**src/bihp_cfg.svh**
```systemverilog
// constants for the bidding interrupt host port
`ifndef BIHP_CFG_SVH
`define BIHP_CFG_SVH

// ----------------------------------------------------------------
// register and command addresses
// ----------------------------------------------------------------
`define BIHP_ADDR_W          6
`define BIHP_CMD_ACK_OFF     6'h26
`define BIHP_CMD_ACK_ON      6'h27
`define BIHP_CMD_CUR_UPD     6'h2A
`define BIHP_OFS_CTRL        6'h30
`define BIHP_OFS_VBASE       6'h31
`define BIHP_OFS_MASK0       6'h32
`define BIHP_OFS_MASK1       6'h33
`define BIHP_OFS_MASK2       6'h34
`define BIHP_OFS_CUR         6'h35

// ----------------------------------------------------------------
// reset values
// ----------------------------------------------------------------
`define BIHP_RST_CTRL        8'h00
`define BIHP_RST_VBASE       8'h0F
`define BIHP_RST_MASK        18'h00000
`define BIHP_RST_CUR         8'h00
`define BIHP_RST_ACK_EN      1'b1

// ----------------------------------------------------------------
// field layout and codes
// ----------------------------------------------------------------
`define BIHP_FMT_FULL        2'h0
`define BIHP_FMT_CHAN        2'h1
`define BIHP_FMT_TYPE        2'h2
`define BIHP_FMT_INHIBIT     2'h3
`define BIHP_ID_RX_ERR       3'h7
`define BIHP_ID_RX_OK        3'h3
`define BIHP_ID_TX_LO        2'h2
`define BIHP_ID_BREAK        3'h4
`define BIHP_ID_COS          3'h1
`define BIHP_ID_CT           3'h5
`define BIHP_ALL_ONES        8'hFF
`define BIHP_NUM_SRC         18

// ----------------------------------------------------------------
// timing: ref clock edges from cycle start to data acknowledge
// ----------------------------------------------------------------
`define BIHP_ACK_EDGES       2'h2

`endif

```
**src/bihp_pkg.sv**
```systemverilog
// types for the bidding interrupt host port
package bihp_pkg;
    // synchronised host pins, all kept in their pin polarity
    typedef struct packed {
        logic       chip_select_n;
        logic       read_strobe_n;
        logic       write_strobe_n;
        logic       int_ack_n;
        logic [5:0] addr;
        logic [7:0] data;
    } bihp_pins_t;

    typedef enum logic [3:0] {
        ST_IDLE = 4'h1,
        ST_WAIT = 4'h2,
        ST_ACK  = 4'h4,
        ST_HOLD = 4'h8
    } bihp_state_t;

    typedef enum logic [2:0] {
        CY_NONE = 3'h0,
        CY_RD   = 3'h1,
        CY_WR   = 3'h2,
        CY_IA   = 3'h4
    } bihp_cycle_t;
endpackage

```
**src/bihp_top.sv**
```systemverilog
// bidding interrupt arbiter, current interrupt capture, vector output and host bus handshake
`timescale 1ns/10ps
`include "bihp_cfg.svh"

module bihp_top
    import bihp_pkg::*;
#(
    parameter int NUM_CH = 4
) (
    // clock and reset
    input  wire logic        mclk,
    input  wire logic        nrst,
    // host bus pins
    input  wire logic        chip_select_n,
    input  wire logic        read_strobe_n,
    input  wire logic        write_strobe_n,
    input  wire logic        int_ack_n,
    input  wire logic [5:0]  addr,
    input  wire logic [7:0]  data_in,
    output logic      [7:0]  data_out,
    output logic             data_oe,
    output logic             int_req_n_o,
    output logic             int_req_oe,
    output logic             data_ack_n_o,
    output logic             data_ack_oe,
    // channel status, same clock
    input  wire logic [15:0] rx_fill,
    input  wire logic [15:0] tx_free,
    input  wire logic [15:0] rx_level,
    input  wire logic [15:0] tx_level,
    input  wire logic [3:0]  rx_error,
    input  wire logic [3:0]  break_seen,
    input  wire logic [3:0]  cos_seen,
    input  wire logic [1:0]  ct_timeout,
    // programmable upper bid bits
    input  wire logic [11:0] break_prio,
    input  wire logic [11:0] cos_prio,
    input  wire logic [3:0]  ct_prio
);

    generate
        if (NUM_CH != 4) begin : g_bad_ch
            $error("bihp_top serves exactly four channels");
        end
    endgenerate

    // ----------------------------------------------------------------
    // pin synchroniser, three stages, change accepted when last two agree
    // ----------------------------------------------------------------
    bihp_pins_t pin_s1;
    bihp_pins_t pin_s2;
    bihp_pins_t pin_s3;
    bihp_pins_t pins;
    bihp_pins_t raw_pins;

    assign raw_pins = '{chip_select_n, read_strobe_n, write_strobe_n, int_ack_n, addr, data_in};

    always_ff @(posedge mclk or negedge nrst) begin
        if (!nrst) begin
            pin_s1 <= '{1'b1, 1'b1, 1'b1, 1'b1, 6'h00, 8'h00};
            pin_s2 <= '{1'b1, 1'b1, 1'b1, 1'b1, 6'h00, 8'h00};
            pin_s3 <= '{1'b1, 1'b1, 1'b1, 1'b1, 6'h00, 8'h00};
            pins   <= '{1'b1, 1'b1, 1'b1, 1'b1, 6'h00, 8'h00};
        end else begin
            pin_s1 <= raw_pins;
            pin_s2 <= pin_s1;
            pin_s3 <= pin_s2;
            pins   <= (pin_s2 & pin_s3) | (pins & (pin_s2 ^ pin_s3));
        end
    end

    // ----------------------------------------------------------------
    // registers
    // ----------------------------------------------------------------
    logic [7:0]  interrupt_control;
    logic [7:0]  vector_base;
    logic [17:0] interrupt_mask;
    logic [7:0]  current_interrupt;
    logic        ack_en;

    // ----------------------------------------------------------------
    // bid formation
    // ----------------------------------------------------------------
    logic [7:0] bid   [`BIHP_NUM_SRC];
    logic       bid_v [`BIHP_NUM_SRC];

    function automatic logic [1:0] rx_field(input logic [3:0] fill);
        rx_field = fill[3] ? 2'h3 : fill[2:1];
    endfunction

    function automatic logic [2:0] tx_field(input logic [3:0] free);
        tx_field = free[3] ? 3'h7 : free[2:0];
    endfunction

    // fill gate: a programmed level holds the bid back until reached
    function automatic logic level_ok(input logic [3:0] cnt, input logic [3:0] lvl);
        level_ok = (lvl == 4'h0) ? (cnt != 4'h0) : (cnt >= lvl);
    endfunction

    genvar gi;
    generate
        for (gi = 0; gi < 4; gi++) begin : g_chan
            logic [3:0] rf;
            logic [3:0] tf;
            assign rf = rx_fill[gi*4 +: 4];
            assign tf = tx_free[gi*4 +: 4];
            assign bid[gi]    = {1'b1, rx_field(rf), (rx_error[gi] ? `BIHP_ID_RX_ERR : `BIHP_ID_RX_OK), 2'(gi)};
            assign bid[gi+4]  = {1'b0, tx_field(tf), `BIHP_ID_TX_LO, 2'(gi)};
            assign bid[gi+8]  = {break_prio[gi*3 +: 3], `BIHP_ID_BREAK, 2'(gi)};
            assign bid[gi+12] = {cos_prio[gi*3 +: 3], `BIHP_ID_COS, 2'(gi)};
            assign bid_v[gi]    = interrupt_mask[gi] & level_ok(rf, rx_level[gi*4 +: 4]);
            assign bid_v[gi+4]  = interrupt_mask[gi+4] & level_ok(tf, tx_level[gi*4 +: 4]);
            assign bid_v[gi+8]  = interrupt_mask[gi+8] & break_seen[gi];
            assign bid_v[gi+12] = interrupt_mask[gi+12] & cos_seen[gi];
        end
        for (gi = 0; gi < 2; gi++) begin : g_ct
            // timer zero reports on channel A, timer one on channel C
            assign bid[gi+16]   = {ct_prio[gi*2 +: 2], 1'b0, `BIHP_ID_CT, 2'(gi*2)};
            assign bid_v[gi+16] = interrupt_mask[gi+16] & ct_timeout[gi];
        end
    endgenerate

    // ----------------------------------------------------------------
    // arbitration: full byte maximum, so channel bits break upper ties
    // ----------------------------------------------------------------
    logic [7:0] winner;
    logic       any_bid;
    logic       over;

    always_comb begin
        winner  = 8'h00;
        any_bid = 1'b0;
        for (int i = 0; i < `BIHP_NUM_SRC; i++) begin
            if (bid_v[i] && (!any_bid || bid[i] > winner)) begin
                winner  = bid[i];
                any_bid = 1'b1;
            end
        end
    end

    assign over = any_bid && (winner[7:2] > interrupt_control[7:2]);

    // request path never touches current interrupt
    always_ff @(posedge mclk or negedge nrst) begin
        if (!nrst) begin
            int_req_oe <= 1'b0;
        end else begin
            int_req_oe <= over;
        end
    end

    // open drain: only ever pulls low
    assign int_req_n_o  = 1'b0;
    assign data_ack_n_o = 1'b0;

    // ----------------------------------------------------------------
    // host cycle sequencer
    // ----------------------------------------------------------------
    bihp_state_t state;
    bihp_cycle_t kind;
    logic [1:0]  edge_cnt;
    logic        wr_done;
    logic [5:0]  addr_hold;
    logic [7:0]  wdata_hold;
    logic        rd_act;
    logic        wr_act;
    logic        ia_act;
    logic        cyc_act;
    logic        cyc_start;
    logic        cyc_end;
    logic        go_ack;
    logic        wr_commit;
    logic        cur_load;

    assign rd_act    = !pins.chip_select_n && !pins.read_strobe_n;
    assign wr_act    = !pins.chip_select_n && !pins.write_strobe_n;
    assign ia_act    = !pins.int_ack_n;
    assign cyc_act   = rd_act || wr_act || ia_act;
    assign cyc_start = (state == ST_IDLE) && cyc_act;
    assign cyc_end   = (state != ST_IDLE) && !cyc_act;
    assign go_ack    = (state == ST_WAIT) && cyc_act && (edge_cnt >= `BIHP_ACK_EDGES - 2'h1);

    // earliest of acknowledge or strobe end
    // plain mode lands at strobe end
    assign wr_commit = (kind == CY_WR) && !wr_done && (go_ack || cyc_end);

    always_ff @(posedge mclk or negedge nrst) begin
        if (!nrst) begin
            state    <= ST_IDLE;
            kind     <= CY_NONE;
            edge_cnt <= 2'h0;
        end else begin
            case (state)
                ST_IDLE: begin
                    if (cyc_act) begin
                        kind     <= ia_act ? CY_IA : (wr_act ? CY_WR : CY_RD);
                        edge_cnt <= 2'h1;
                        state    <= ack_en ? ST_WAIT : ST_HOLD;
                    end
                end
                ST_WAIT: begin
                    if (!cyc_act) begin
                        state <= ST_IDLE;
                    end else if (go_ack) begin
                        state <= ST_ACK;
                    end else begin
                        edge_cnt <= edge_cnt + 2'h1;
                    end
                end
                ST_ACK, ST_HOLD: begin
                    if (!cyc_act) begin
                        state <= ST_IDLE;
                    end
                end
                default: begin
                    state <= ST_IDLE;
                end
            endcase
        end
    end

    // address and data held from the last active bus cycle of any kind: read, write or interrupt acknowledge
    always_ff @(posedge mclk or negedge nrst) begin
        if (!nrst) begin
            addr_hold  <= 6'h00;
            wdata_hold <= 8'h00;
            wr_done    <= 1'b0;
        end else begin
            if (cyc_act) begin
                addr_hold  <= pins.addr;
                wdata_hold <= pins.data;
            end
            if (state == ST_IDLE) begin
                wr_done <= 1'b0;
            end else if (wr_commit) begin
                wr_done <= 1'b1;
            end
        end
    end

    // acknowledge only once data is valid or written
    assign data_ack_oe = (state == ST_ACK);

    // ----------------------------------------------------------------
    // register writes and commands
    // ----------------------------------------------------------------
    always_ff @(posedge mclk or negedge nrst) begin
        if (!nrst) begin
            interrupt_control <= `BIHP_RST_CTRL;
            vector_base       <= `BIHP_RST_VBASE;
            interrupt_mask    <= `BIHP_RST_MASK;
        end else if (wr_commit) begin
            case (addr_hold)
                `BIHP_OFS_CTRL:  interrupt_control     <= wdata_hold;
                `BIHP_OFS_VBASE: vector_base           <= wdata_hold;
                `BIHP_OFS_MASK0: interrupt_mask[7:0]   <= wdata_hold;
                `BIHP_OFS_MASK1: interrupt_mask[15:8]  <= wdata_hold;
                `BIHP_OFS_MASK2: interrupt_mask[17:16] <= wdata_hold[1:0];
                default: begin
                end
            endcase
        end
    end

    always_ff @(posedge mclk or negedge nrst) begin
        if (!nrst) begin
            ack_en <= `BIHP_RST_ACK_EN;
        end else if (wr_commit && addr_hold == `BIHP_CMD_ACK_ON) begin
            ack_en <= 1'b1;
        end else if (wr_commit && addr_hold == `BIHP_CMD_ACK_OFF) begin
            ack_en <= 1'b0;
        end
    end

    assign cur_load = (cyc_start && ia_act) || (wr_commit && addr_hold == `BIHP_CMD_CUR_UPD);

    // winner byte already holds count, type, channel
    always_ff @(posedge mclk or negedge nrst) begin
        if (!nrst) begin
            current_interrupt <= `BIHP_RST_CUR;
        end else if (cur_load) begin
            current_interrupt <= winner;
        end
    end

    // ----------------------------------------------------------------
    // read data and vector
    // ----------------------------------------------------------------
    function automatic logic [7:0] vector_of(input logic [1:0] fmt, input logic [7:0] base, input logic [7:0] cur);
        case (fmt)
            `BIHP_FMT_FULL: vector_of = base;
            `BIHP_FMT_CHAN: vector_of = {base[7:2], cur[1:0]};
            `BIHP_FMT_TYPE: vector_of = {base[7:5], cur[4:2], cur[1:0]};
            default:        vector_of = `BIHP_ALL_ONES;
        endcase
    endfunction

    logic [7:0] next_data_out;

    always_comb begin
        next_data_out = 8'h00;
        if (ia_act) begin
            next_data_out = vector_of(interrupt_control[1:0], vector_base, current_interrupt);
        end else begin
            case (pins.addr)
                `BIHP_OFS_CTRL:  next_data_out = interrupt_control;
                `BIHP_OFS_VBASE: next_data_out = vector_base;
                `BIHP_OFS_MASK0: next_data_out = interrupt_mask[7:0];
                `BIHP_OFS_MASK1: next_data_out = interrupt_mask[15:8];
                `BIHP_OFS_MASK2: next_data_out = {6'h00, interrupt_mask[17:16]};
                `BIHP_OFS_CUR:   next_data_out = current_interrupt;
                default:         next_data_out = 8'h00;
            endcase
        end
    end

    always_ff @(posedge mclk or negedge nrst) begin
        if (!nrst) begin
            data_out <= 8'h00;
        end else begin
            data_out <= next_data_out;
        end
    end

    // drive from strobe start, release at first rise
    assign data_oe = (state != ST_IDLE) && (kind != CY_WR) && (rd_act || ia_act);

    // ----------------------------------------------------------------
    // checks
    // ----------------------------------------------------------------
    a_irq_follows: assert property (@(posedge mclk) disable iff (!nrst)
        (over && $past(over)) |-> int_req_oe)
        else $error("request not held while bid exceeds threshold");

    a_irq_release: assert property (@(posedge mclk) disable iff (!nrst)
        !over |=> !int_req_oe)
        else $error("request held with no bid over threshold");

    a_cur_only_load: assert property (@(posedge mclk) disable iff (!nrst)
        !cur_load |=> $stable(current_interrupt))
        else $error("current interrupt changed without a load");

    a_cur_iack_grab: assert property (@(posedge mclk) disable iff (!nrst)
        (cyc_start && ia_act) |=> current_interrupt == $past(winner))
        else $error("acknowledge cycle did not latch the winner");

    a_ack_two_edges: assert property (@(posedge mclk) disable iff (!nrst)
        (cyc_start && ack_en) ##1 cyc_act |=> data_ack_oe)
        else $error("acknowledge not asserted two edges after start");

    a_ack_early: assert property (@(posedge mclk) disable iff (!nrst)
        cyc_start |=> !data_ack_oe)
        else $error("acknowledge asserted too early");

    a_ack_off_cmd: assert property (@(posedge mclk) disable iff (!nrst)
        (wr_commit && addr_hold == `BIHP_CMD_ACK_OFF) |=> !ack_en ##1 (cyc_act || !data_ack_oe))
        else $error("acknowledge disable command ignored");

    a_vec_inhibit: assert property (@(posedge mclk) disable iff (!nrst)
        (ia_act && interrupt_control[1:0] == `BIHP_FMT_INHIBIT) |=> data_out == `BIHP_ALL_ONES)
        else $error("inhibited vector not all ones");

    a_tie_channel: assert property (@(posedge mclk) disable iff (!nrst)
        (bid_v[3] && bid_v[1] && bid[3][7:2] == bid[1][7:2] && winner[7:2] == bid[3][7:2])
        |-> winner[1:0] == 2'h3)
        else $error("tie not resolved to higher channel");

    a_plain_write: assert property (@(posedge mclk) disable iff (!nrst)
        (wr_commit && state == ST_HOLD) |-> !cyc_act)
        else $error("plain mode write landed before strobe end");

endmodule

```
**config.mk**
```make
export PLATFORM = sky130hd
export DESIGN_NAME = bihp_top
export DESIGN_NICKNAME = d
export VERILOG_FILES = /design/src/bihp_pkg.sv /design/src/bihp_top.sv
export VERILOG_INCLUDE_DIRS = /design/src /design/src/src
export SDC_FILE = /design/constraint.sdc
export NUM_CORES = 1
export LEC_CHECK = 0
export BUFFER_PORTS_ARGS = -buffer_cell sky130_fd_sc_hd__buf_2
export CAP_MARGIN = 25
export CELL_PAD_IN_SITES_DETAIL_PLACEMENT = 0
export CELL_PAD_IN_SITES_GLOBAL_PLACEMENT = 1
export CORE_MARGIN = 1.5
export CORE_UTILIZATION = 45
export CTS_CLUSTER_SIZE = 24
export DETAILED_ROUTE_END_ITERATION = 12
export HOLD_SLACK_MARGIN = 0.06
export PLACE_DENSITY = 0.78
export RECOVER_POWER = 50
export REMOVE_ABC_BUFFERS = 1
export SYNTH_ARGS = -nofsm -noshare
export SYNTH_HDL_FRONTEND = slang
export SYNTH_SLANG_ARGS = --single-unit
```
**constraint.sdc**
```tcl
create_clock -name mclk -period 28.9 [get_ports mclk]
set_input_delay 5.78 -clock mclk [delete_from_list [all_inputs] [get_ports mclk]]
set_output_delay 5.78 -clock mclk [all_outputs]
set_load 0.01 [all_outputs]
```
# ---- Yosys cells after proc, flatten, opt, wreduce, memory -nomap -nowiden
# Index checks and enable logic that the tools add are counted.
dict set report totals {
  register_bits 148
}
dict set report classes {
  bitwise_logic 22
  addsub 1
  reduce_logical 106
  n_eq_ne 28
  muxes 75
  n_lt_le_gt_ge 27
}
# op count
set ops {}
lappend ops {{$mux W8} 19}
lappend ops {{$gt A8 B8 Y1} 13}
lappend ops {{$eq A6 B6 Y1 const B} 14}
lappend ops {{$pmux W8 S6} 1}
lappend ops {{$and A18 B18 Y18} 2}
lappend ops {{$ge A4 B4 Y1} 8}
lappend ops {{$gt A7 B8 Y1} 4}
lappend ops {{$logic_and A1 B1 Y1} 32}
lappend ops {{$logic_not A4 Y1} 8}
lappend ops {{$reduce_bool A4 Y1} 8}
lappend ops {{$mux W1} 30}
lappend ops {{$mux W3} 9}
lappend ops {{$pmux W8 S3} 1}
lappend ops {{$logic_not A1 Y1} 23}
lappend ops {{$logic_or A1 B1 Y1} 22}
lappend ops {{$mux W4} 5}
lappend ops {{$and A1 B1 Y1} 18}
lappend ops {{$or A18 B18 Y18} 1}
lappend ops {{$xor A18 B18 Y18} 1}
lappend ops {{$mux W2} 8}
lappend ops {{$pmux W4 S3} 1}
lappend ops {{$reduce_and A2 Y1} 6}
lappend ops {{$ne A2 B2 Y1 const B} 4}
lappend ops {{$gt A6 B6 Y1} 1}
lappend ops {{other kinds (18)} 20}

# ---- Longest topological paths before layout
# Gate-level depths: netlist of the first run.
dict set report depth {
  ltp_word 74
  mapped_depth 139
  ltp_nobuf 136
}

# ---- Worst setup path before layout of the first run
# No wires, ideal clock.
dict set report synth_path {
  kind {in2reg}
  from {input port rx_level[3]}
  to {register int_req_oe}
  arrival_time_ns 28.589
  n_path_buf 3
  stages 135
  path_slack_ns 0.184
  required_time_ns 28.773
  path_cell_list {inv_1 -> ha_1 -> o211ai_1 -> o21ai_0 -> o211a_1 -> buf_2 -> o21ai_0 -> ha_1 -> a21oi_1 -> o21ai_0 -> and3_1 -> o22ai_1 -> inv_1 -> ha_1 -> and2_1 -> o31ai_1 -> a21oi_1 -> or2_2 -> (+99 left out) -> and2_1 -> o21ai_0 -> ha_1 -> nand2_1 -> a31oi_1 -> nand4_1 -> a32oi_2 -> nand3_2 -> nor2_1 -> ha_1 -> nor2b_1 -> o21a_1 -> o21ai_0 -> nand2b_1 -> a21oi_1 -> nor2b_1 -> o22ai_1 -> a21oi_1}
}
dict set report synth_via {
  elab_chain_len 74
}
# item line_no
set synth_rtl {}
lappend synth_rtl {{from (decl)} bihp_top.sv:29} ;# input wire logic [15:0] rx_level,
lappend synth_rtl {{$ge A4 B4 Y1 / $logic_not A4 Y1 (equally long branches)} bihp_top.sv:97} ;# level_ok = (lvl == 4'h0) ? (cnt != 4'h0) : (cnt >= lvl);
lappend synth_rtl {{$mux W1 (*)} bihp_top.sv:97}
lappend synth_rtl {{$and A1 B1 Y1 (*)} bihp_top.sv:111} ;# assign bid_v[gi] = interrupt_mask[gi] & level_ok(rf, rx_level[gi*4 +: 4]);
lappend synth_rtl {{$mux W8 / $mux W1 (equally long branches)} bihp_top.sv:134} ;# if (bid_v[i] && (!any_bid || bid[i] > winner)) begin
lappend synth_rtl {{$gt A8 B8 Y1 / $logic_not A1 Y1 (equally long branches)} bihp_top.sv:134}
lappend synth_rtl {{$logic_or A1 B1 Y1} bihp_top.sv:134}
lappend synth_rtl {{$logic_and A1 B1 Y1} bihp_top.sv:134}
lappend synth_rtl {{$mux W8 / $mux W1 (equally long branches)} bihp_top.sv:134}
lappend synth_rtl {{(+60 left out)} -}
lappend synth_rtl {{$gt A8 B8 Y1 / $logic_not A1 Y1 (equally long branches)} bihp_top.sv:134}
lappend synth_rtl {{$logic_or A1 B1 Y1} bihp_top.sv:134}
lappend synth_rtl {{$logic_and A1 B1 Y1} bihp_top.sv:134}
lappend synth_rtl {{$mux W8 (*)} bihp_top.sv:134}
lappend synth_rtl {{via winner[3]} bihp_top.sv:126} ;# logic [7:0] winner;
lappend synth_rtl {{$gt A6 B6 Y1 (*)} bihp_top.sv:141} ;# assign over = any_bid && (winner[7:2] > interrupt_control[7:2]);
lappend synth_rtl {{$logic_and A1 B1 Y1 (*)} bihp_top.sv:141}
lappend synth_rtl {{via over} bihp_top.sv:128} ;# logic over;
lappend synth_rtl {{to (signal assigned)} bihp_top.sv:148} ;# int_req_oe <= over;
lappend synth_rtl {{to (decl)} bihp_top.sv:23} ;# output logic int_req_oe,
# Mark *: on every way through the listed nets, which the timed path passes. The rest lies on a longest branch.
# A chain may end at the register's enable or synchronous reset.

# ---- Final worst setup path of the first run
dict set report layout_path {
  from {input port rx_fill[1]}
  to {register int_req_oe}
}
dict set report layout_via {
  elab_chain_len 74
}
# item line_no
set layout_rtl {}
lappend layout_rtl {{from (decl)} bihp_top.sv:27} ;# input wire logic [15:0] rx_fill,
lappend layout_rtl {{$ge A4 B4 Y1 / $reduce_bool A4 Y1 (equally long branches)} bihp_top.sv:97}
lappend layout_rtl {{$mux W1} bihp_top.sv:97}
lappend layout_rtl {{$and A1 B1 Y1} bihp_top.sv:111}
lappend layout_rtl {{$mux W8 / $mux W1 (equally long branches)} bihp_top.sv:134}
lappend layout_rtl {{$gt A8 B8 Y1 / $logic_not A1 Y1 (equally long branches)} bihp_top.sv:134}
lappend layout_rtl {{$logic_or A1 B1 Y1} bihp_top.sv:134}
lappend layout_rtl {{$logic_and A1 B1 Y1} bihp_top.sv:134}
lappend layout_rtl {{$mux W8 / $mux W1 (equally long branches)} bihp_top.sv:134}
lappend layout_rtl {{(+60 left out)} -}
lappend layout_rtl {{$gt A8 B8 Y1 / $logic_not A1 Y1 (equally long branches)} bihp_top.sv:134}
lappend layout_rtl {{$logic_or A1 B1 Y1} bihp_top.sv:134}
lappend layout_rtl {{$logic_and A1 B1 Y1} bihp_top.sv:134}
lappend layout_rtl {{$mux W8 (*)} bihp_top.sv:134}
lappend layout_rtl {{via winner[3]} bihp_top.sv:126}
lappend layout_rtl {{$gt A6 B6 Y1 (*)} bihp_top.sv:141}
lappend layout_rtl {{$logic_and A1 B1 Y1 (*)} bihp_top.sv:141}
lappend layout_rtl {{via over} bihp_top.sv:128}
# Marks and branches as above.

==> flow_metrics.tcl, run 1 <==
set metrics [dict create \
    startpoint_type "input pin" \
    cts_tree "built" \
    io_pins 139 \
    portBuffers 136 \
    setup_viol 0 \
    clk_path_buf_depth 2 \
    drv_cap 2 \
    fin_cells 1542 \
    multi_input_comb_area_sq_um 6530 \
    crit_top_cell "a21oi_2" \
    clk_latency_ns 0.43 \
    clk_pin_slew_ns 0.06 \
    clkSinkCount 148 \
    start_util 0.463 \
    end_kind "register" \
    drt_iter0_drc 371 \
    required_ns 29.19 \
    nets 1474 \
    synth_mux_area_frac 0.0586 \
    die_x_microns 150 \
    crit_type "in -> reg" \
    grt_util_met3 0.0321 \
    fin_crit_sh 0.984 \
    reg2reg_depth 130 \
    drc 0 \
    crit_arrival_ns 28.74 \
    drt_pass1_iterations 7 \
    met2_usage 0.387 \
    slew_headroom -1.99 \
    fp.coreArea_sq_um 21200 \
    layout_setup_ws_ns 0.450 \
    synth_area_per_cell_sq_um 9.53 \
    synth_top_family_by_area "compound AO/OA/AOI/OAI gates" \
    rows 53 \
    synth_cell_types 98 \
    dp.cells 1461 \
    violations "max-capacitance violations, max-slew violations" \
    whs_ns 0.348 \
    yosys.area_share.simple 0.169 \
    hold_end "pin_s2[4]" \
    grt_pass1_vias 8430 \
    viasPerCell 5.82 \
    dieArea_sq_um 22600 \
    synth_cells 1027 \
    synth_fa_ha_area_frac 0.121 \
    total_power_mw 0.563 \
    cts-root-buf "clkbuf_16" \
    seq_area_sq_um 3730 \
    fin_skew_ns 0.0140 \
    pre_cts_ws_ns -0.884 \
    vdd_drop_max_mv 0.0509 \
    worstReg2RegEnd "int_req_oe" \
    gp_congestion 0.916 \
    totalNegativeSetupSlack_ns 0 \
    dp_hpwl_microns 19600 \
    critPathMaxFanout 6 \
    wl_microns 27200 \
    rsz0062_at_grt "true" \
    ys_warn_count 0 \
    syn_to_final_growth_pct 31.5 \
    hp-class "reg -> reg" \
    synth_seq_cells 148 \
    nFillCells 1802 \
    worst_pin_slew_ns 4.48 \
    grt_pass1_wl_microns 41400 \
    r2r_slack_ns 6.06 \
    synth_edf_count 0 \
    ant_nets 0 \
    numCtsBuffers 17 \
    grt-busiest-layer "met2" \
    min_path_cells 0 \
    p_per_area_nw_per_um2 43.7 \
    max_freq_mhz 35.1 \
    h-tree-depth 4 \
    synthArstFlopShare 1.00 \
    chipHeight_microns 150 \
    wl_per_cell_microns 17.7 \
    synth_area_sq_um 9780 \
    cp_slowest_stage_delay_ns 0.57 \
    power.leakage_nw 5.96 \
    grt_use_total 0.231 \
    dpl_cell_area_sq_um 11100 \
    overflow 0 \
    final_hold_viol_count 0 \
    outcome "complete, but fails checks" \
    drive_gt1_frac 0.392 \
    final_util 0.608 \
    fin_area_sq_um 12900 \
    cpMaxStageDelayCell "or4_4" \
    ys_seq_area_frac 0.381 \
    drv_slew 108 \
    vias 8972 \
    synth_compound_area_frac 0.230 \
    use_met1 0.308 \
    synthXorXnorAreaFrac 0.000895 \
    period_needed_ns 28.45 \
    synth_top_flop_cell "dfrtp_1" \
    regToRegStartpoint "interrupt_mask[0]" \
    worstHoldStart "pin_s1[4]" \
    grt_max_degree 91 \
    antenna_found_initial 1 \
]
logic make-up (layout without fill, tap and decap cells):
kind of cell	count (synthesis)	count (layout)
other	1	3
AND/OR/NAND/NOR	322	322
flip-flops	148	148
XOR/XNOR	1	1
multiplexers	51	51
adder cells (fa/ha/maj)	95	95
buffers and inverters	95	333
AO/OA/AOI/OAI	314	314
cells in the final DEF (no fill, tap or decap), types with 9 or more instances in the layout:
master,instances
a211oi_1,11
a21o_1,32
a21oi_1,38
a21oi_2,21
a22oi_1,9
a31oi_1,10
and3_1,10
buf_2,132
buf_4,94
clkbuf_16,17
dfrtp_1,126
dfstp_2,18
ha_1,77
ha_4,17
inv_1,63
mux2_2,39
nand2_1,93
nand2b_1,14
nand3_1,18
nor2_1,49
nor2b_1,9
nor3_1,15
nor4_1,10
o21a_1,10
o21ai_0,28
o21ai_2,17
o22ai_1,18
or2_2,14
power breakdown:
part	switching [mW]	internal, mW	total (mW)
sequential	0.0202	0.227	0.247
combinational	0.0582	0.0484	0.107
clock	0.0914	0.117	0.209
Yosys cell counts (4+ instances only):
library cell / n / area (sq um)
o31ai_1: 9 / 67.6
or2_2: 17 / 106
a22oi_1: 11 / 82.6
and3_1: 15 / 93.8
or3_1: 5 / 31.3
nor3_1: 19 / 95.1
a31oi_1: 12 / 75.1
a221oi_1: 5 / 43.8
o22ai_1: 19 / 119
mux2_2: 42 / 473
dfstp_2: 22 / 578
mux2i_1: 7 / 70.1
o211a_1: 5 / 50.1
dfrtp_1: 126 / 3150
a211o_1: 8 / 70.1
nand2_1: 101 / 379
clkbuf_1: 18 / 67.6
o21ai_1: 4 / 20.0
nand4_1: 8 / 50.1
o22a_1: 4 / 35.0
nor2b_1: 10 / 62.6
nor2_1: 57 / 214
nor4_1: 11 / 68.8
a21o_1: 32 / 240
o211ai_1: 7 / 52.6
a21oi_1: 58 / 290
inv_1: 69 / 259
nand2b_1: 14 / 87.6
a211oi_1: 13 / 97.6
and2_1: 8 / 50.1
ha_1: 95 / 1190
nor3b_1: 6 / 45.0
o21a_1: 11 / 82.6
o21ai_0: 48 / 240
a32o_1: 9 / 90.1
o2111ai_1: 6 / 52.6
nand3_1: 23 / 115
critical path: cells and delay by family:
kind,cells,cell delay (ns)
compound gates,63,10.59
fa+ha+maj,18,4.46
buf+inv,9,1.13
mux,7,1.61
simple gates,37,5.18
how the worst max path moves through the flow:
| stage | startpoint | endpoint | slack (ns) | cells past startpoint |
|---|---|---|---|---|
| after global placement | rx_fill[3] | int_req_oe | -0.45 | 132 |
| after global routing | rx_level[1] | int_req_oe | -0.64 | 136 |
| after floorplan | rx_level[3] | int_req_oe | 0.01 | 132 |
| final | rx_fill[1] | int_req_oe | 0.45 | 134 |
| after detailed placement | rx_fill[3] | int_req_oe | -0.88 | 134 |
| after CTS | rx_fill[0] | int_req_oe | 0.005 | 133 |
metal layers:
metal | vias up | wire length (microns)
met2 | 286 | 13300
met4 | 0 | 587
met5 | - | 0
met3 | 62 | 1340
met1 | 4314 | 12000
li1 | 4310 | -
area by class of cell:
cell class,instances,share of cell area
clock buffers,19,0.0352
inverters,70,0.0204
repair buffers,231,0.111
well taps,275,0.0267
clock inverters,13,0.00933
diodes,1,0.000194
flip-flops and latches,148,0.290
multi-input cells,785,0.508
timing repair:
action                                  CTS  global route
endpoints found under the setup margin    1             9
hold buffers                              0             0
endpoints found under the hold margin     0             0
buffers inserted                          4            44
pin swaps                                 7           120
gates cloned                              0             0
gates resized for setup                  18           170
state kept, by name, indices dropped and copies added (netlist names), 4 cells and up:
name	flops
addr_hold	6
vector_base	8
pin_s1	18
data_out	8
current_interrupt	8
pins	18
interrupt_control	8
wdata_hold	8
pin_s3	18
interrupt_mask	18
state	4
pin_s2	18
(Power assumes the default switching activity.)
==> inputs of run 2 (changes only) <==
==> constraint.sdc (replaced) <==
create_clock -name mclk -period 28.9 [get_ports mclk]
set_input_delay 4.335 -clock mclk [delete_from_list [all_inputs] [get_ports mclk]]
set_output_delay 4.335 -clock mclk [all_outputs]
set_load 0.01 [all_outputs]
==> run 2 against run 1 <==
- the run still ends with max-capacitance violations, max-slew violations left
- die area unchanged
- count of clock-buffer cells in the layout down 1
- setup slack better by 0.64 ns
- register-to-register slack worse by 0.76 ns
- non-clock buffer count down 52
- fmax up 2.3%
- global-route usage down 0.37 points
- clock skew down 0.0078 ns
- critical path type unchanged
- critical endpoint unchanged
- largest cell class unchanged
- highest routed layer unchanged
==> flow_metrics.tcl, run 2 (synthesized netlist as in run 1, its figures left out) <==
set metrics [dict create \
    outcome "complete, but fails checks" \
    violations "max-capacitance violations, max-slew violations" \
    cts_tree "built" \
    clk_latency_ns 0.42 \
    grt_use_total 0.227 \
    regToRegStartpoint "interrupt_mask[0]" \
    required_ns 29.20 \
    end_kind "register" \
    startpoint_type "input pin" \
    wl_per_cell_microns 17.2 \
    start_util 0.463 \
    syn_to_final_growth_pct 23.9 \
    clk_pin_slew_ns 0.06 \
    final_common_cell "buf_2" \
    crit_start "rx_fill[3]" \
    wl_microns 25600 \
    drt_pass1_iterations 5 \
    fin_skew_ns 0.00621 \
    rows 53 \
    gp_congestion 0.911 \
    multi_input_comb_area_sq_um 6120 \
    chipHeight_microns 150 \
    fin_crit_sh 0.962 \
    ant_nets 0 \
    slew_headroom -1.51 \
    h-tree-depth 4 \
    fp.coreArea_sq_um 21200 \
    cpMaxStageDelayCell "or4_4" \
    viasPerCell 5.77 \
    grt_pass1_vias 8050 \
    cp_slowest_stage_delay_ns 0.53 \
    grt_pass1_wl_microns 40500 \
    crit_type "in -> reg" \
    layout_common_cells "135 x buf_2, 126 x dfrtp_1, 98 x nand2_1" \
    crit_top_cell "ha_1" \
    period_needed_ns 27.81 \
    worstHoldStart "pin_s1[3]" \
    drv_cap 2 \
    nets 1422 \
    power.leakage_nw 5.65 \
    fin_area_sq_um 12100 \
    final_hold_viol_count 0 \
    antenna_found_initial 0 \
    dpl_cell_area_sq_um 10900 \
    drt_iter0_drc 397 \
    drv_slew 89 \
    critPathMaxFanout 6 \
    dieArea_sq_um 22600 \
    max_freq_mhz 36.0 \
    clk_path_buf_depth 2 \
    portBuffers 136 \
    clkSinkCount 148 \
    drc 0 \
    dp_hpwl_microns 19200 \
    grt_max_degree 79 \
    nFillCells 1904 \
    pre_cts_ws_ns -0.483 \
    p_per_area_nw_per_um2 48.2 \
    seq_area_sq_um 3730 \
    vdd_drop_max_mv 0.0577 \
    layout_setup_ws_ns 1.09 \
    vias 8591 \
    crit_arrival_ns 28.11 \
    overflow 0 \
    hold_buffers 0 \
    io_pins 139 \
    hp-class "reg -> reg" \
    diodes 0 \
    setup_viol 0 \
    worst_pin_slew_ns 3.77 \
    numCtsBuffers 17 \
    die_x_microns 150 \
    cts-root-buf "clkbuf_16" \
    drive_gt1_frac 0.319 \
]
run 2: cell types whose count changed in the layout (fill, tap and decap cells not counted), moves of 5 or more:
cell,previous run,this run
a21oi_1,38,46
a21oi_2,21,12
buf_4,94,42
ha_1,77,89
ha_4,17,5
inv_1,63,69
inv_2,7,1
nand2_1,93,98
nand2_2,8,3
nor2_4,5,0
o21ai_0,28,37
o21ai_2,17,9
run 2: cell type report:
class | count | area share
Multi-Input combinational cell | 785 | 0.505
Sequential cell | 148 | 0.308
Timing Repair Buffer | 179 | 0.0843
Clock buffer | 18 | 0.0354
Tap cell | 275 | 0.0284
Inverter | 70 | 0.0217
Clock inverter | 14 | 0.0179
run 2: power breakdown:
group / internal (mW) / switching (mW) / total, mW / leakage (nW)
sequential: 0.227 / 0.0194 / 0.247 / 1.82
combinational: 0.0438 / 0.0552 / 0.0990 / 3.53
clock: 0.147 / 0.0910 / 0.238 / 0.305
total: 0.419 / 0.166 / 0.584 / 5.65
run 2: stage by stage:
step                total power, mW  hold WS, ns  TNS (ns)  instances  utilization
floorplan                     0.304        0.331         0       1003            -
global placement              0.343        0.332         0       1432        0.513
detailed placement            0.344        0.335    -0.483       1432        0.513
CTS                           0.585        0.349         0       1465        0.545
global route                  0.614        0.355    -0.251       1489        0.573
finish                        0.584        0.348         0       1489        0.573
run 2: routing by layer:
metal | global-route usage | part of all wire | wire [microns]
met3 | 0.0327 | 0.046 | 1170
met1 | 0.316 | 0.46 | 11800
met5 | 0 | 0 | 0
met2 | 0.373 | 0.48 | 12300
met4 | 0.0554 | 0.014 | 359
run 2: worst max-delay path, delay by kind of cell:
family	cells	cell delay (ns)
compound gates	64	11.08
fa+ha+maj	18	4.78
buf+inv	8	1.08
mux	5	1.31
simple gates	37	5.50
run 2: path summary, 6_finish.rpt:
path	slack, ns	end	cells past startpoint
worst max-delay path	1.09	int_req_oe	132
worst min-delay path	0.35	pin_s2[3]	0
worst max register to register	5.30	int_req_oe	128
worst min register to register	0.35	pin_s2[3]	0
max in group asynchronous	21.57	edge_cnt[1]	1
min in group asynchronous	5.21	current_interrupt[3]	1
run 2: timing repair:
| action | CTS | global route |
|---|---|---|
| buffers inserted | 1 | 23 |
| pin swaps | 2 | 29 |
| gates cloned | 0 | 0 |
| endpoints found under the setup margin | 1 | 9 |
| gates resized for setup | 2 | 94 |
